===== src/rtl/ufbt_defines.svh =====
// Register offsets, field positions and reset values of the serial port
`ifndef UFBT_DEFINES_SVH
`define UFBT_DEFINES_SVH
`define UFBT_OFS_DATA_LOW 8'h00
`define UFBT_OFS_DATA_HIGH 8'h04
`define UFBT_OFS_STATUS 8'h08
`define UFBT_OFS_FEATURE 8'h0C
`define UFBT_OFS_ENABLE 8'h10
`define UFBT_OFS_FRAME 8'h14
`define UFBT_OFS_BAUD 8'h18
`define UFBT_ST_RX_DONE 7
`define UFBT_ST_TX_DONE 6
`define UFBT_ST_TX_EMPTY 5
`define UFBT_FC_RX_IE 7
`define UFBT_FC_TX_DONE_IE 6
`define UFBT_FC_TX_EMPTY_IE 5
`define UFBT_FC_LOOPBACK 3
`define UFBT_EC_RX_EN 7
`define UFBT_EC_TX_EN 6
`define UFBT_EC_OPEN_DRAIN 3
`define UFBT_EC_DOUBLE 2
`define UFBT_RH_OVERRUN 6
`define UFBT_RH_FRAMING 2
`define UFBT_RH_PARITY 1
`define UFBT_BAUD_RST 16'h0040
`define UFBT_BAUD_MIN 17'h00040
`define UFBT_FRAC_STEP 17'h00040
`define UFBT_S_NORMAL 5'h10
`define UFBT_S_DOUBLE 5'h08
`define UFBT_S_SYNC 5'h02
`define UFBT_S_CLIENT 5'h01
`endif


===== src/rtl/ufbt_pkg.sv =====
// Types shared by the serial port design
package ufbt_pkg;
    // Transmit and receive sequencers, Gray along start-data-parity-stop
    typedef enum logic [2:0] {TX_IDLE = 3'h0, TX_START = 3'h1, TX_DATA = 3'h3,
        TX_PAR = 3'h2, TX_STOP = 3'h6} ufbt_tx_state_e;
    typedef enum logic [2:0] {RX_IDLE = 3'h0, RX_START = 3'h1, RX_DATA = 3'h3,
        RX_PAR = 3'h2, RX_STOP = 3'h6} ufbt_rx_state_e;
    // Communication mode field
    typedef enum logic [1:0] {MODE_ASYNC = 2'h0, MODE_SYNC_HOST = 2'h1,
        MODE_SYNC_CLIENT = 2'h2, MODE_RSVD = 2'h3} ufbt_mode_e;
    // Character width field
    typedef enum logic [2:0] {CW_5 = 3'h0, CW_6 = 3'h1, CW_7 = 3'h2, CW_8 = 3'h3,
        CW_R4 = 3'h4, CW_R5 = 3'h5, CW_9L = 3'h6, CW_9H = 3'h7} ufbt_char_width_e;
endpackage : ufbt_pkg


===== src/rtl/ufbt_top.sv =====
// Serial port framing, fractional baud generator, transmitter and basic receiver
// Function
// - Frame: start, 5-9 data, parity, 1-2 stops
// - Parity bit sits between data and stop
// - Line idles high; frames may follow back-to-back
// - Odd or even parity generated and checked
// - Baud divisor is factor times 64
// - Synchronous mode uses integer divisor field only
// - Bit rate 64*clk/(S*divisor), S 16/8/2
// - Fractional generator clocks, except external clock modes
// - Data register to buffer to shifter
// - Transmit done when everything has shifted out
// - Data registers written only while empty flag set
// - Unused upper bits ignored below eight bits
// - Two-level buffers on transmit and receive
// - Line driver enable output during transmission
// - Loopback routes transmit pin to receiver
// - Open drain drives transmit pin only while low
// - Separate transmit done, empty, receive interrupts
// - Receiver detects framing, overrun, filters noise in asynchronous mode
// - Receiver completes on first stop bit
// - Error flags stored with their frame
//
// Decided for this implementation: the register offsets and the APB slave port.
`timescale 1ns/1ps
`include "ufbt_defines.svh"
module ufbt_top
    import ufbt_pkg::*;
(
    input wire logic ref_clk,
    input wire logic rst,
    input wire logic psel,
    input wire logic penable,
    input wire logic pwrite,
    input wire logic [7:0] paddr,
    input wire logic [31:0] pwdata,
    output logic [31:0] prdata,
    output logic pready,
    output logic pslverr,
    input wire logic rxd_in,
    input wire logic txd_in,
    output logic txd_out,
    output logic txd_oe,
    input wire logic sync_clock_in,
    output logic sync_clock_out,
    output logic sync_clock_oe,
    output logic line_driver_enable_out,
    output logic irq_tx_done,
    output logic irq_tx_empty,
    output logic irq_rx_done
);
    // Data bits per character
    function automatic logic [3:0] data_bits(input logic [2:0] cw);
        if (cw[2]) begin
            data_bits = 4'h9;
        end else begin
            data_bits = 4'h5 + {2'h0, cw[1:0]};
        end
    endfunction : data_bits
    // Keeps only the bits of the character width
    function automatic logic [8:0] width_mask(input logic [2:0] cw);
        width_mask = 9'h1FF >> (4'h9 - data_bits(cw));
    endfunction : width_mask
    // Two-of-three vote for noise rejection
    function automatic logic maj3(input logic a, input logic b, input logic c);
        maj3 = (a & b) | (a & c) | (b & c);
    endfunction : maj3

    logic [15:0] baud_r; // Divisor, factor times 64
    logic [7:0] feat_r; // Feature control
    logic [7:0] enab_r; // Enable control
    logic [7:0] frame_r; // Frame control
    logic tx_done_r; // Sticky transmit done flag
    logic [31:0] prdata_r; // Read data captured in setup
    logic [2:0] cw;
    ufbt_mode_e mode;
    logic par_en, par_odd, stop2, tx_en, rx_en, od_en, lb_en;
    assign cw = frame_r[2:0];
    assign mode = ufbt_mode_e'(frame_r[7:6]);
    assign par_en = frame_r[5];
    assign par_odd = frame_r[4];
    assign stop2 = frame_r[3];
    assign tx_en = enab_r[`UFBT_EC_TX_EN];
    assign rx_en = enab_r[`UFBT_EC_RX_EN];
    assign od_en = enab_r[`UFBT_EC_OPEN_DRAIN];
    assign lb_en = feat_r[`UFBT_FC_LOOPBACK];

    // Bus decode; zero wait states
    logic acc, wr_acc, rd_acc, hit;
    assign acc = psel & penable;
    assign wr_acc = acc & pwrite;
    assign rd_acc = acc & ~pwrite;
    assign hit = (paddr <= `UFBT_OFS_BAUD) && (paddr[1:0] == 2'h0);
    assign pready = acc;
    assign pslverr = acc & ~hit;
    assign prdata = prdata_r;

    // Pin synchronisers; first stage feeds only the second
    logic rxd_s1, rxd_s2, txi_s1, txi_s2, sck_s1, sck_s2, sck_s3;
    always_ff @(posedge ref_clk or posedge rst) begin
        if (rst) begin
            {rxd_s1, rxd_s2, txi_s1, txi_s2} <= 4'hF;
            {sck_s1, sck_s2, sck_s3} <= 3'h0;
        end else begin
            {rxd_s1, rxd_s2} <= {rxd_in, rxd_s1};
            {txi_s1, txi_s2} <= {txd_in, txi_s1};
            {sck_s1, sck_s2, sck_s3} <= {sync_clock_in, sck_s1, sck_s2};
        end
    end

    // Fractional generator: adds 64 per clock, ticks on each divisor crossed
    logic [16:0] acc_r, eff_div, acc_sum;
    logic gen_tick_r, tick;
    logic [4:0] sps;
    always_comb begin
        eff_div = {1'b0, baud_r};
        if (mode == MODE_SYNC_HOST) begin
            eff_div = {1'b0, baud_r[15:6], 6'h00};
        end
        // Guards against illegal small divisors stalling the line
        if (eff_div < `UFBT_BAUD_MIN) begin
            eff_div = `UFBT_BAUD_MIN;
        end
        acc_sum = acc_r + `UFBT_FRAC_STEP;
    end
    always_ff @(posedge ref_clk or posedge rst) begin
        if (rst) begin
            acc_r <= 17'h00000;
            gen_tick_r <= 1'b0;
        end else if (acc_sum >= eff_div) begin
            acc_r <= acc_sum - eff_div;
            gen_tick_r <= 1'b1;
        end else begin
            acc_r <= acc_sum;
            gen_tick_r <= 1'b0;
        end
    end
    // Client mode steps on the external clock's rising edge
    assign tick = (mode == MODE_SYNC_CLIENT) ? (sck_s2 & ~sck_s3) : gen_tick_r;
    always_comb begin
        case (mode)
            MODE_SYNC_HOST: sps = `UFBT_S_SYNC;
            MODE_SYNC_CLIENT: sps = `UFBT_S_CLIENT;
            default: sps = enab_r[`UFBT_EC_DOUBLE] ? `UFBT_S_DOUBLE : `UFBT_S_NORMAL;
        endcase
    end

    // Transmit data register and buffer, the two write levels
    logic [8:0] dr_r, buf_r;
    logic dr_full_r, buf_full_r, load, stop_end;
    ufbt_tx_state_e tst_r;
    logic wr_low, wr_high, dr_done;
    assign wr_low = wr_acc && paddr == `UFBT_OFS_DATA_LOW && !dr_full_r;
    assign wr_high = wr_acc && paddr == `UFBT_OFS_DATA_HIGH && !dr_full_r;
    // Nine-bit low-first completes on the high byte, all others on the low
    assign dr_done = (cw == CW_9L) ? wr_high : wr_low;
    assign load = buf_full_r && tx_en && (tst_r == TX_IDLE || stop_end);
    always_ff @(posedge ref_clk or posedge rst) begin
        if (rst) begin
            dr_r <= 9'h000;
            buf_r <= 9'h000;
            dr_full_r <= 1'b0;
            buf_full_r <= 1'b0;
        end else begin
            if (wr_low) begin
                dr_r[7:0] <= pwdata[7:0];
            end
            if (wr_high) begin
                dr_r[8] <= pwdata[0];
            end
            // Move on only when the buffer is free
            if (dr_full_r && !buf_full_r) begin
                buf_r <= dr_r & width_mask(cw);
                buf_full_r <= 1'b1;
                dr_full_r <= 1'b0;
            end else if (dr_done) begin
                dr_full_r <= 1'b1;
            end
            if (load) begin
                buf_full_r <= 1'b0;
            end
        end
    end

    // Transmit sequencer
    logic [8:0] tsh_r;
    logic [4:0] tcnt_r;
    logic [3:0] tbit_r;
    logic tpar_r, bit_end, line_bit;
    assign bit_end = tick && (tcnt_r == sps - 5'h01);
    assign stop_end = (tst_r == TX_STOP) && bit_end && !(stop2 && tbit_r == 4'h0);
    always_ff @(posedge ref_clk or posedge rst) begin
        if (rst) begin
            tst_r <= TX_IDLE;
            tsh_r <= 9'h000;
            tcnt_r <= 5'h00;
            tbit_r <= 4'h0;
            tpar_r <= 1'b0;
        end else if (load) begin
            // Back-to-back frames start straight from the stop bit
            tst_r <= TX_START;
            tsh_r <= buf_r;
            tpar_r <= (^buf_r) ^ par_odd;
            tcnt_r <= 5'h00;
            tbit_r <= 4'h0;
        end else if (tst_r != TX_IDLE && tick) begin
            tcnt_r <= bit_end ? 5'h00 : tcnt_r + 5'h01;
            if (bit_end) begin
                case (tst_r)
                    TX_START: begin
                        tst_r <= TX_DATA;
                    end
                    TX_DATA: begin
                        tsh_r <= tsh_r >> 1;
                        tbit_r <= tbit_r + 4'h1;
                        if (tbit_r == data_bits(cw) - 4'h1) begin
                            tst_r <= par_en ? TX_PAR : TX_STOP;
                            tbit_r <= 4'h0;
                        end
                    end
                    TX_PAR: begin
                        tst_r <= TX_STOP;
                    end
                    TX_STOP: begin
                        // Second stop only when asked for
                        if (stop2 && tbit_r == 4'h0) begin
                            tbit_r <= 4'h1;
                        end else begin
                            tst_r <= TX_IDLE;
                        end
                    end
                    default: begin
                        tst_r <= TX_IDLE;
                    end
                endcase
            end
        end
    end
    always_comb begin
        case (tst_r)
            TX_START: line_bit = 1'b0;
            TX_DATA: line_bit = tsh_r[0];
            TX_PAR: line_bit = tpar_r;
            default: line_bit = 1'b1;
        endcase
    end

    // Pin drive, registered; open drain only pulls low
    always_ff @(posedge ref_clk or posedge rst) begin
        if (rst) begin
            txd_out <= 1'b1;
            txd_oe <= 1'b0;
            line_driver_enable_out <= 1'b0;
            sync_clock_out <= 1'b0;
            sync_clock_oe <= 1'b0;
        end else begin
            txd_out <= od_en ? 1'b0 : line_bit;
            txd_oe <= tx_en & (od_en ? ~line_bit : 1'b1);
            line_driver_enable_out <= (tst_r != TX_IDLE);
            // Host clock rises at the start of each bit
            sync_clock_out <= (mode == MODE_SYNC_HOST) && tst_r != TX_IDLE && tcnt_r == 5'h00;
            sync_clock_oe <= (mode == MODE_SYNC_HOST);
        end
    end

    // Transmit done flag; a new completion beats a clear
    always_ff @(posedge ref_clk or posedge rst) begin
        if (rst) begin
            tx_done_r <= 1'b0;
        end else if (stop_end && !buf_full_r && !dr_full_r) begin
            tx_done_r <= 1'b1;
        end else if (wr_acc && paddr == `UFBT_OFS_STATUS && pwdata[`UFBT_ST_TX_DONE]) begin
            tx_done_r <= 1'b0;
        end
    end

    // Receiver: loopback takes the transmit pin as its line
    logic rline, rprev_r, rbit, decide, big;
    logic [4:0] rcnt_r, half;
    logic [1:0] vote_r;
    logic [3:0] rbit_n_r;
    logic [8:0] rsh_r;
    logic rpar_r, rperr_r;
    ufbt_rx_state_e rst_r;
    logic push, pop;
    logic [11:0] rxq [2]; // Entry: overrun, framing, parity, nine data bits
    logic [1:0] rcount_r;
    assign rline = lb_en ? txi_s2 : rxd_s2;
    assign half = sps >> 1;
    assign big = sps >= `UFBT_S_DOUBLE;
    // Majority of three mid-bit samples when oversampling allows
    assign decide = tick && rcnt_r == (big ? half + 5'h01 : half);
    assign rbit = big ? maj3(vote_r[1], vote_r[0], rline) : rline;
    assign push = decide && rst_r == RX_STOP;
    assign pop = rd_acc && rcount_r != 2'h0 &&
        paddr == ((cw == CW_9L) ? `UFBT_OFS_DATA_HIGH : `UFBT_OFS_DATA_LOW);
    always_ff @(posedge ref_clk or posedge rst) begin
        if (rst) begin
            rst_r <= RX_IDLE;
            rprev_r <= 1'b1;
            rcnt_r <= 5'h00;
            vote_r <= 2'h3;
            rbit_n_r <= 4'h0;
            rsh_r <= 9'h000;
            rpar_r <= 1'b0;
            rperr_r <= 1'b0;
        end else begin
            rprev_r <= rline;
            if (!rx_en) begin
                rst_r <= RX_IDLE;
            end else if (rst_r == RX_IDLE) begin
                if (rprev_r && !rline) begin
                    rst_r <= RX_START;
                    rcnt_r <= 5'h00;
                    rbit_n_r <= 4'h0;
                    rsh_r <= 9'h000;
                    rpar_r <= par_odd;
                end
            end else if (tick) begin
                rcnt_r <= (rcnt_r == sps - 5'h01) ? 5'h00 : rcnt_r + 5'h01;
                vote_r <= {vote_r[0], rline};
                if (decide) begin
                    rcnt_r <= 5'h00 - (sps - rcnt_r - 5'h01);
                    case (rst_r)
                        RX_START: begin
                            rst_r <= rbit ? RX_IDLE : RX_DATA;
                        end
                        RX_DATA: begin
                            rsh_r[rbit_n_r] <= rbit;
                            rpar_r <= rpar_r ^ rbit;
                            rbit_n_r <= rbit_n_r + 4'h1;
                            if (rbit_n_r == data_bits(cw) - 4'h1) begin
                                rst_r <= par_en ? RX_PAR : RX_STOP;
                            end
                        end
                        RX_PAR: begin
                            rperr_r <= rpar_r ^ rbit;
                            rst_r <= RX_STOP;
                        end
                        default: begin
                            rst_r <= RX_IDLE;
                        end
                    endcase
                end
                if (decide && rst_r == RX_DATA && rbit_n_r == 4'h0) begin
                    rperr_r <= 1'b0;
                end
            end
        end
    end

    // Two-entry receive buffer, oldest at index 0
    always_ff @(posedge ref_clk or posedge rst) begin
        if (rst) begin
            rcount_r <= 2'h0;
            rxq[0] <= 12'h000;
            rxq[1] <= 12'h000;
        end else if (!rx_en) begin
            rcount_r <= 2'h0; // Disabling flushes at once
        end else begin
            if (pop) begin
                rxq[0] <= rxq[1];
            end
            if (push && rcount_r == 2'h2 && !pop) begin
                rxq[1][11] <= 1'b1;
            end else if (push) begin
                // Slot after any same-cycle pop, so the surviving entry is kept
                rxq[(rcount_r == 2'h2 || (!pop && rcount_r == 2'h1)) ? 1 : 0] <=
                    {1'b0, ~rbit, par_en & rperr_r, rsh_r};
            end
            if (push && !pop && rcount_r != 2'h2) begin
                rcount_r <= rcount_r + 2'h1;
            end else if (pop && !push) begin
                rcount_r <= rcount_r - 2'h1;
            end
        end
    end

    // Register writes; data and status handled above
    always_ff @(posedge ref_clk or posedge rst) begin
        if (rst) begin
            baud_r <= `UFBT_BAUD_RST;
            feat_r <= 8'h00;
            enab_r <= 8'h00;
            frame_r <= 8'h03;
        end else if (wr_acc) begin
            case (paddr)
                `UFBT_OFS_FEATURE: feat_r <= pwdata[7:0];
                `UFBT_OFS_ENABLE: enab_r <= pwdata[7:0];
                `UFBT_OFS_FRAME: frame_r <= pwdata[7:0];
                `UFBT_OFS_BAUD: baud_r <= pwdata[15:0];
                default: baud_r <= baud_r;
            endcase
        end
    end

    // Read data captured in the setup cycle; unmapped reads zero
    always_ff @(posedge ref_clk or posedge rst) begin
        if (rst) begin
            prdata_r <= 32'h00000000;
        end else if (psel && !penable) begin
            case (paddr)
                `UFBT_OFS_DATA_LOW: prdata_r <= {24'h000000, rxq[0][7:0]};
                `UFBT_OFS_DATA_HIGH: prdata_r <= {24'h000000, rcount_r != 2'h0,
                    rxq[0][11], 3'h0, rxq[0][10], rxq[0][9], rxq[0][8]};
                `UFBT_OFS_STATUS: prdata_r <= {24'h000000, rcount_r != 2'h0,
                    tx_done_r, !dr_full_r, 5'h00};
                `UFBT_OFS_FEATURE: prdata_r <= {24'h000000, feat_r};
                `UFBT_OFS_ENABLE: prdata_r <= {24'h000000, enab_r};
                `UFBT_OFS_FRAME: prdata_r <= {24'h000000, frame_r};
                `UFBT_OFS_BAUD: prdata_r <= {16'h0000, baud_r};
                default: prdata_r <= 32'h00000000;
            endcase
        end
    end

    // Three separate interrupt lines
    always_ff @(posedge ref_clk or posedge rst) begin
        if (rst) begin
            irq_tx_done <= 1'b0;
            irq_tx_empty <= 1'b0;
            irq_rx_done <= 1'b0;
        end else begin
            irq_tx_done <= tx_done_r & feat_r[`UFBT_FC_TX_DONE_IE];
            irq_tx_empty <= !dr_full_r & feat_r[`UFBT_FC_TX_EMPTY_IE];
            irq_rx_done <= (rcount_r != 2'h0) & feat_r[`UFBT_FC_RX_IE];
        end
    end
endmodule : ufbt_top


===== config.mk =====
export PLATFORM = sky130hd
export DESIGN_NAME = ufbt_top
export DESIGN_NICKNAME = d
export VERILOG_FILES = /design/src/rtl/ufbt_pkg.sv /design/src/rtl/ufbt_top.sv
export VERILOG_INCLUDE_DIRS = /design/src /design/src/rtl
export SDC_FILE = /design/constraint.sdc
export NUM_CORES = 1
export LEC_CHECK = 0
export BUFFER_PORTS_ARGS = -buffer_cell sky130_fd_sc_hd__buf_4
export CAP_MARGIN = 20
export CORE_ASPECT_RATIO = 0.7
export CORE_MARGIN = 1
export CORE_UTILIZATION = 40
export CTS_CLUSTER_SIZE = 28
export DETAILED_ROUTE_END_ITERATION = 8
export PLACE_DENSITY_LB_ADDON = 0.12
export REMOVE_ABC_BUFFERS = 1
export SLEW_MARGIN = 0
export SYNTH_ARGS = -nofsm -noshare
export SYNTH_HDL_FRONTEND = slang
export SYNTH_SLANG_ARGS = --single-unit

===== constraint.sdc =====
create_clock -name ref_clk -period 12.4 [get_ports ref_clk]
set_input_delay 0.62 -clock ref_clk [delete_from_list [all_inputs] [get_ports ref_clk]]
set_output_delay 0.62 -clock ref_clk [all_outputs]
set_load 0.1 [all_outputs]

# == Yosys cells after proc, flatten, opt, wreduce, memory -nomap -nowiden ==
# Cells that the tools add are included.
# word_totals
regBits,200
input_bits,48
out_inout_bits,42
wordCells,312
# op_classes
add_sub_neg,17
order_cmp,8
eq_ne,35
n_shift,1
n_mux,99
bitwise,26
reduce_logical,81
# op_table
op,count
16-bit case mux with 7 select lines,1
4-bit two-way mux,21
9-bit two-way mux,9
5-bit two-way mux,10
12-bit two-way mux,4
3-bit two-way mux,13
1-bit logical AND,35
"32-bit by 2-bit >= comparator with 1-bit output, second input constant",1
"32-bit by 1-bit < comparator with 1-bit output, second input constant",1
1-bit NOT with 32-bit output,1
2-bit nonzero test,13
24-bit bitwise mux,1
"8-bit by 5-bit equality test with 1-bit output, second input constant",3
1-bit two-way mux,24
24-bit two-way mux,1
"17-bit by 7-bit adder with 17-bit output, second input constant",1
17-bit >= comparator,1
17-bit two-way mux,1
17-bit subtractor,1
"8-bit by 4-bit equality test with 1-bit output, second input constant",2
"16-bit by 7-bit < comparator with 1-bit output, second input constant",1
16-bit two-way mux,1
5-bit equality test,3
1-bit bitwise AND,13
other kinds (57),105

# == Longest topological paths before layout ==
# Gate-level depths: netlist of the first run.
# logic_depth
word_depth,18
ltp_mapped,14
depth_no_buf,14

# == Worst setup path before layout of the first run ==
# OpenSTA, ideal clock, no wires.
# synth_path
path_type,input -> output
startpoint,input paddr[2]
endpoint,output pslverr
arrival_ns,2.772
required_ns,11.780
slack_ns,9.008
cell_stages,4
n_path_buf,2
path_cell_list,clkbuf_1 > clkbuf_1 > nand3_1 > a21oi_1
# synth_via
elab_chain_len,4
# synth_rtl
element,line,rtl
start: declaration,ufbt_top.sv:35,"input wire logic [7:0] paddr,"
8-bit by 5-bit <= comparator with 1-bit output (no source line),-,
1-bit logical AND,ufbt_top.sv:93,assign hit = (paddr <= `UFBT_OFS_BAUD) && (paddr[1:0] == 2'h0);
1-bit NOT,ufbt_top.sv:95,assign pslverr = acc & ~hit;
1-bit bitwise AND,ufbt_top.sv:95,
end: declaration,ufbt_top.sv:39,"output logic pslverr,"
# Every way passes these cells.

# == Worst setup path after layout of the first run ==
# layout_path
startpoint,register baud_r[13]
endpoint,register acc_r[9]
# layout_via
elab_chain_len,4
word_cells_on_any_way,5
cone_classes,add/sub: 1; order compare: 2; mux: 2
# layout_rtl
element,line,rtl
start: declaration,ufbt_top.sv:69,logic [15:0] baud_r;
start signal: assignment,ufbt_top.sv:382,baud_r <= `UFBT_BAUD_RST;
start signal: assignment,ufbt_top.sv:391,`UFBT_OFS_BAUD: baud_r <= pwdata[15:0];
start signal: assignment,ufbt_top.sv:392,default: baud_r <= baud_r;
16-bit by 7-bit < comparator with 1-bit output (no source line),-,
16-bit two-way mux *,ufbt_top.sv:121,if (eff_div < `UFBT_BAUD_MIN) begin
17-bit subtractor / 17-bit >= comparator (equally long branches),"ufbt_top.sv:131, ufbt_top.sv:130",
17-bit two-way mux *,ufbt_top.sv:130,end else if (acc_sum >= eff_div) begin
end signal: assignment,ufbt_top.sv:131,acc_r <= acc_sum - eff_div;
end signal: assignment,ufbt_top.sv:134,acc_r <= acc_sum;
end: declaration,ufbt_top.sv:112,"logic [16:0] acc_r, eff_div, acc_sum;"
# Mark *: on every way between the ends. The rest lies on a longest branch, timed or not.
# A chain may end at the register's enable or synchronous reset.

==> results of run 1 <==
## worst paths after layout
check / cells after the start / startpoint / endpoint / slack [ns]
worst max-delay path: 12 / baud_r[13] / acc_r[9] / 8.38
worst min-delay path: 1 / sync_clock_in / sck_s1 / 0.29
worst max register to register: 12 / baud_r[13] / acc_r[9] / 8.38
worst min register to register: 0 / sck_s1 / sck_s2 / 0.36
max in group asynchronous: 3 / rst / rcnt_r[2] / 10.70
min in group asynchronous: 2 / rst / prdata[15] / 0.37
## sequential cells by signal, indices dropped and copies added (netlist names), 8 cells and up
name and count:
acc_r 17, baud_r 16, buf_r 9, dr_r 9, enab_r 8, feat_r 8
frame_r 8, prdata 16, rsh_r 9, rxq 24, tsh_r 9
## stage by stage
stage / power, uW / cells / cell area (um2) / hold WS (ns)
6_report: 1280 / 1393 / 11500 / 0.289
5_1_grt: 1330 / 1393 / 11500 / 0.273
4_1_cts: 1290 / 1393 / 11500 / 0.270
3_5_place_dp: 755 / 1361 / 10900 / 0.346
3_3_place_gp: 754 / 1361 / 10900 / 0.346
2_1_floorplan: 716 / 975 / 10100 / 0.331
## logic make-up after synthesis
| logic type | count (synthesis) | synth area share (%) |
|---|---|---|
| buffers and inverters | 122 | 5.39 |
| AOI/OAI and AO/OA | 229 | 14.9 |
| DFF | 184 | 44.8 |
| and+or+nand+nor | 284 | 14.2 |
| muxes | 101 | 11.0 |
| adders and majority gates | 48 | 5.97 |
| other | 1 | 0.0364 |
| xor gates and xnor gates | 44 | 3.74 |
## layer usage
layer | track usage [%] | part of all wire (%)
met4 | 3.97 | 0.68
met5 | 0 | 0
met2 | 27.0 | 39
met3 | 3.52 | 4.1
met1 | 32.7 | 56
## Yosys cell counts (10+ instances only)
cell type	instances	share of area (%)
a21o_1	12	0.87
a21oi_1	43	2.1
a22o_1	16	1.4
and2_1	12	0.73
and3_1	10	0.61
buf_4	17	1.2
clkbuf_1	26	0.95
dfrtp_1	173	42
dfstp_2	11	2.8
ha_1	46	5.6
inv_1	69	2.5
mux2_2	66	7.2
mux2i_1	27	2.6
nand2_1	97	3.5
nand2b_1	10	0.61
nand3_1	37	1.8
nor2_1	42	1.5
nor2b_1	10	0.61
nor3_1	15	0.73
o211ai_1	10	0.73
o21ai_0	57	2.8
o22ai_1	17	1.0
xnor2_1	32	2.7
xor2_1	12	1.0
## final cells by class
type / instances / share of cell area [%]
timing repair buffer: 61 / 3.98
sequential: 184 / 40.1
inverter: 69 / 2.32
tap: 325 / 3.53
clock buffer: 21 / 3.91
clock inverter: 11 / 0.957
multi-input combinational: 722 / 45.2
## worst reg2reg max path, stage by stage (launching register included)
cell,delay (ns)
dfrtp_1,0.40
nor4_1,0.44
nand4_1,0.24
nor2_1,0.15
nor2_1,0.11
nand2_1,0.14
ha_1,0.28
a21o_1,0.19
a21oi_1,0.27
nand2_1,0.12
a31oi_1,0.38
o211a_1,0.75
mux2_2,0.43
## power groups by stage
stage | Combinational, uW | Clock [uW] | Sequential, uW
3_3_place_gp | 123 | 0 | 631
3_5_place_dp | 123 | 0 | 632
2_1_floorplan | 83.4 | 0 | 632
4_1_cts | 123 | 549 | 620
6_report | 123 | 534 | 620
5_1_grt | 135 | 571 | 622
==> impl_metrics.yaml, run 1 <==
timing:
  finalWorstSetupSlack_ns: 8.38
  rsz0062_at_grt: "no"
  fin_tns_setup_ns: 0
  post-route-period-util_pct: 32.4
  relSlewSlack_pct: 38.3
  slew_viol_final: 0
  period_minus_slack_ns: 4.02
  hold_viol_final: 0
  worst_pin_slew_ns: 0.925
  setup_viol: 0
  skew_ns: 0.0137
  max_freq_ghz: 0.249
final_layout:
  multi_input_area_um2: 5200
  areaGrowthSynthToFinish_pct: 11.6
  final_cell_mix: "dfrtp_1, nand2_1, inv_1"
  antenna_cells: 0
  final_common_cell: "dfrtp_1"
  drive_gt1_share_pct: 18.0
  post-route-util_pct: 46.1
  final-seq-area_um2: 4620
  nets: 1151
  fill_cells: 2372
clocking:
  cts.reportedPaths.clkPinSlew_ns: 0.07
  clockBufferDepth: 2
  clock_sink_count: 184
  cts_tree: "yes"
  cts_hold_buf: 0
  root_buffer: "clkbuf_16"
  clock_latency_ns: 0.44
  cts_resized: 0
  post-cts-setup-buffer-count: 0
  htree_num_levels: 4
  cts_buffers: 17
worst_setup_path:
  crit_required_ns: 12.71
  cp-start-kind: "flip-flop"
  critPathMaxFanout: 17
  crit_family: "compound AO/OA/AOI/OAI gates"
  cp_num_buf_inv: 0
  cp_cell_sequence: "nor4_1 -> nand4_1 -> nor2_1 -> nor2_1 -> nand2_1 -> ha_1 -> a21o_1 -> a21oi_1 -> nand2_1 -> a31oi_1 -> o211a_1 -> mux2_2"
  crit_slowest_cell: "o211a_1"
  crit_type: "reg2reg"
  crit_arrival_ns: 4.33
  slowest_delay_ns: 0.75
  cp-end-kind: "flip-flop"
route:
  drtAntennaViolNets: 0
  vias: 7631
  drc_errors: 0
  wire_per_inst_um: 18.3
  drt_iter0_drc: 489
  drtPass1Iterations: 5
  vias_per_cell: 5.48
  drt-total-wl_um: 25500
placement:
  pre_cts_ws_ns: 8.43
  gp_congestion: 0.793
  port_buffers: 57
  dp.final_hpwl_um: 18600
synth:
  synthFlopType: "dfrtp_1"
  ys_types: 81
  async_flop_share_pct: 100
  synth-seq-cells: 184
  yosysWarnings: 0
  synth.yosys.seq_area_share_pct: 44.8
  synthCells: 1013
  synth.cell_area_um2: 10300
  syn_avg_cell_area_um2: 10.2
  synth_edf_count: 0
pwr:
  leakage_uw: 0.00548
  power_switching_uw: 348
  ir_drop_mv: 0.0844
  power_frac_comb_pct: 9.6
  p_int_uw: 929
  seq_power_share_pct: 48.5
  power.share.switching_pct: 27.2
  p_clk_share_pct: 41.8
  p_per_area_nw_per_um2: 111
global_routing:
  grt_max_degree: 130
  grt_pass1_wl_um: 41100
  grt_usage_pct: 20.1
  overflow: 0
  antenna_found_initial: 0
  grt_pass1_vias: 7281
floorplanning:
  ioPinCount: 90
  row_count: 48
  die_w_um: 194
  fp.dieH_um: 136
  die-area_um2: 26400
  initial_core_util_pct: 41.3
  fp.coreArea_um2: 25000
outcome:
  status: "finished clean"
hold_path:
  hold_class: "in2reg"
flow_run:
  drv_cap: 0
(Power assumes the default switching activity.)
==> run 2, diff against run 1 <==
clock period = 3.8 ns   (was 12.4 ns; I/O delays follow)
==> run 2 against run 1 <==
Cell count grew 1.5%. Combinational power grew to 3.4 times the previous value. Clock skew shrank 0.00094 ns. Via count grew 1.3%. Critical path depth grew 1. Worst hold slack lost 0.25 ns. First-iteration DRC count grew 20%. Register-to-register slack lost 8.1 ns. Largest cell class unchanged. Non-clock buffer count grew 21. Maximum frequency grew 14%. Core utilization grew 1.2 points. Global-route usage grew 0.42 points.
==> impl_metrics.yaml, run 2 (synthesis gave the netlist of run 1 again) <==
floorplanning:
  row_count: 48
  die-area_um2: 26400
  ioPinCount: 90
  initial_core_util_pct: 41.3
  fp.dieH_um: 136
  die_w_um: 194
  fp.coreArea_um2: 25000
worst_setup_path:
  crit_type: "reg2reg"
  cp-end-kind: "flip-flop"
  cp-start-kind: "flip-flop"
  critPathMaxFanout: 10
  crit_arrival_ns: 3.86
  crit_required_ns: 4.12
pwr:
  power.share.switching_pct: 26.0
  leakage_uw: 0.00563
  ir_drop_mv: 0.329
  power_frac_comb_pct: 9.5
  p_int_uw: 3290
  p_per_area_nw_per_um2: 377
  p_clk_share_pct: 45.0
  power_switching_uw: 1160
  seq_power_share_pct: 45.5
global_routing:
  grt_pass1_wl_um: 41700
  grt_usage_pct: 20.5
  grt_max_degree: 104
  overflow: 0
  grt_pass1_vias: 7265
  antenna_found_initial: 0
route:
  vias_per_cell: 5.47
  drtPass1Iterations: 6
  drtAntennaViolNets: 0
  drt_iter0_drc: 586
  wire_per_inst_um: 18.2
  drt-total-wl_um: 25700
  vias: 7733
  drc_errors: 0
final_layout:
  largest_reg_flops: 24
  drive_gt1_share_pct: 18.6
  finalInstanceArea_um2: 11800
  top_register: "rxq"
  reg_top3: "rxq x24, acc_r x17"
  antenna_cells: 0
  areaGrowthSynthToFinish_pct: 14.5
  final_common_cell: "dfrtp_1"
  nets: 1172
  final_cell_mix: "dfrtp_1, nand2_1, buf_4"
clocking:
  clock_latency_ns: 0.44
  cts_tree: "yes"
  clock_sink_count: 184
  htree_num_levels: 4
  root_buffer: "clkbuf_16"
  cts_buffers: 17
  cts.reportedPaths.clkPinSlew_ns: 0.08
  clockBufferDepth: 2
  cts_resized: 0
timing:
  fin_tns_setup_ns: 0
  setup_viol: 0
  whs_ns: 0.0344
  slew_viol_final: 0
  relSlewSlack_pct: 37.7
  worst_pin_slew_ns: 0.935
  max_freq_ghz: 0.283
  post-route-period-util_pct: 93.0
  rsz0062_at_grt: "no"
  skew_ns: 0.0128
  hold_viol_final: 0
  period_minus_slack_ns: 3.53
flow_run:
  drv_cap: 0
outcome:
  status: "finished clean"
placement:
  dpl_cell_area_um2: 11000
  port_buffers: 57
  dp.final_hpwl_um: 19000
  gp_congestion: 0.814
hold_path:
  hold_class: "in2reg"
==> run 2: cell type report <==
cell class | count | area [um2]
clock buffer | 21 | 470
clock inverter | 11 | 185
fill | 2390 | 13200
inverter | 69 | 267
multi-input combinational | 722 | 5200
sequential | 184 | 4620
tap | 325 | 407
timing repair buffer | 82 | 658
==> run 2: through the flow <==
step / cells / utilization [%] / worst slack (ns) / total power [uW]
2_1_floorplan: 975 / - / -1.37 / 2340
3_3_place_gp: 1370 / 44.1 / 0.331 / 2470
3_5_place_dp: 1370 / 44.1 / 0.246 / 2470
4_1_cts: 1414 / 47.2 / 0.206 / 4490
5_1_grt: 1414 / 47.2 / 0.0296 / 4620
6_report: 1414 / 47.2 / 0.266 / 4440
==> run 2: worst paths after layout <==
path                               to  slack [ns]        from  cells after the start
max                          acc_r[4]        0.27  baud_r[13]                     13
min reg2reg                    sck_s2        0.36      sck_s1                      0
min                         enab_r[7]        0.03   pwdata[7]                      3
min in group asynchronous  baud_r[12]        0.44         rst                      3
max reg2reg                  acc_r[4]        0.27  baud_r[13]                     13
max in group asynchronous      rxd_s2        2.45         rst                      4
==> run 2: power groups by stage <==
| stage | Sequential [uW] | Clock (uW) | Combinational, uW |
|---|---|---|---|
| 3_3_place_gp | 2060 | 0 | 410 |
| 2_1_floorplan | 2060 | 0 | 272 |
| 6_report | 2020 | 2000 | 420 |
| 5_1_grt | 2030 | 2130 | 460 |
| 4_1_cts | 2020 | 2040 | 423 |
| 3_5_place_dp | 2060 | 0 | 412 |
==> run 2: critical path, cell delays in order, from the launching register on <==
cell     delay [ns]
dfrtp_1        0.39
nor4_1         0.39
nand4_1        0.21
nor2_1         0.14
nor2_1         0.10
nand2_1        0.11
ha_1           0.28
a21o_1         0.20
a21oi_1        0.25
nand2_1        0.13
a31oi_1        0.40
o211a_1        0.25
buf_4          0.21
mux2_2         0.35
==> run 2: routing by layer <==
metal,part of all wire (%),routed length [um],global-route usage [%],vias up
li1,-,-,-,3734
met1,57,14600,34.2,3843
met2,39,10000,26.3,138
met3,3.5,908,3.42,18
met4,1.0,269,4.94,0
met5,0,0,0,-
==> run 2: what timing repair did <==
item,4_1_cts,5_1_grt
endpoints found under the setup margin,0,0
hold endpoints to repair,108,0
buffers inserted,0,0
hold buffers,12,0
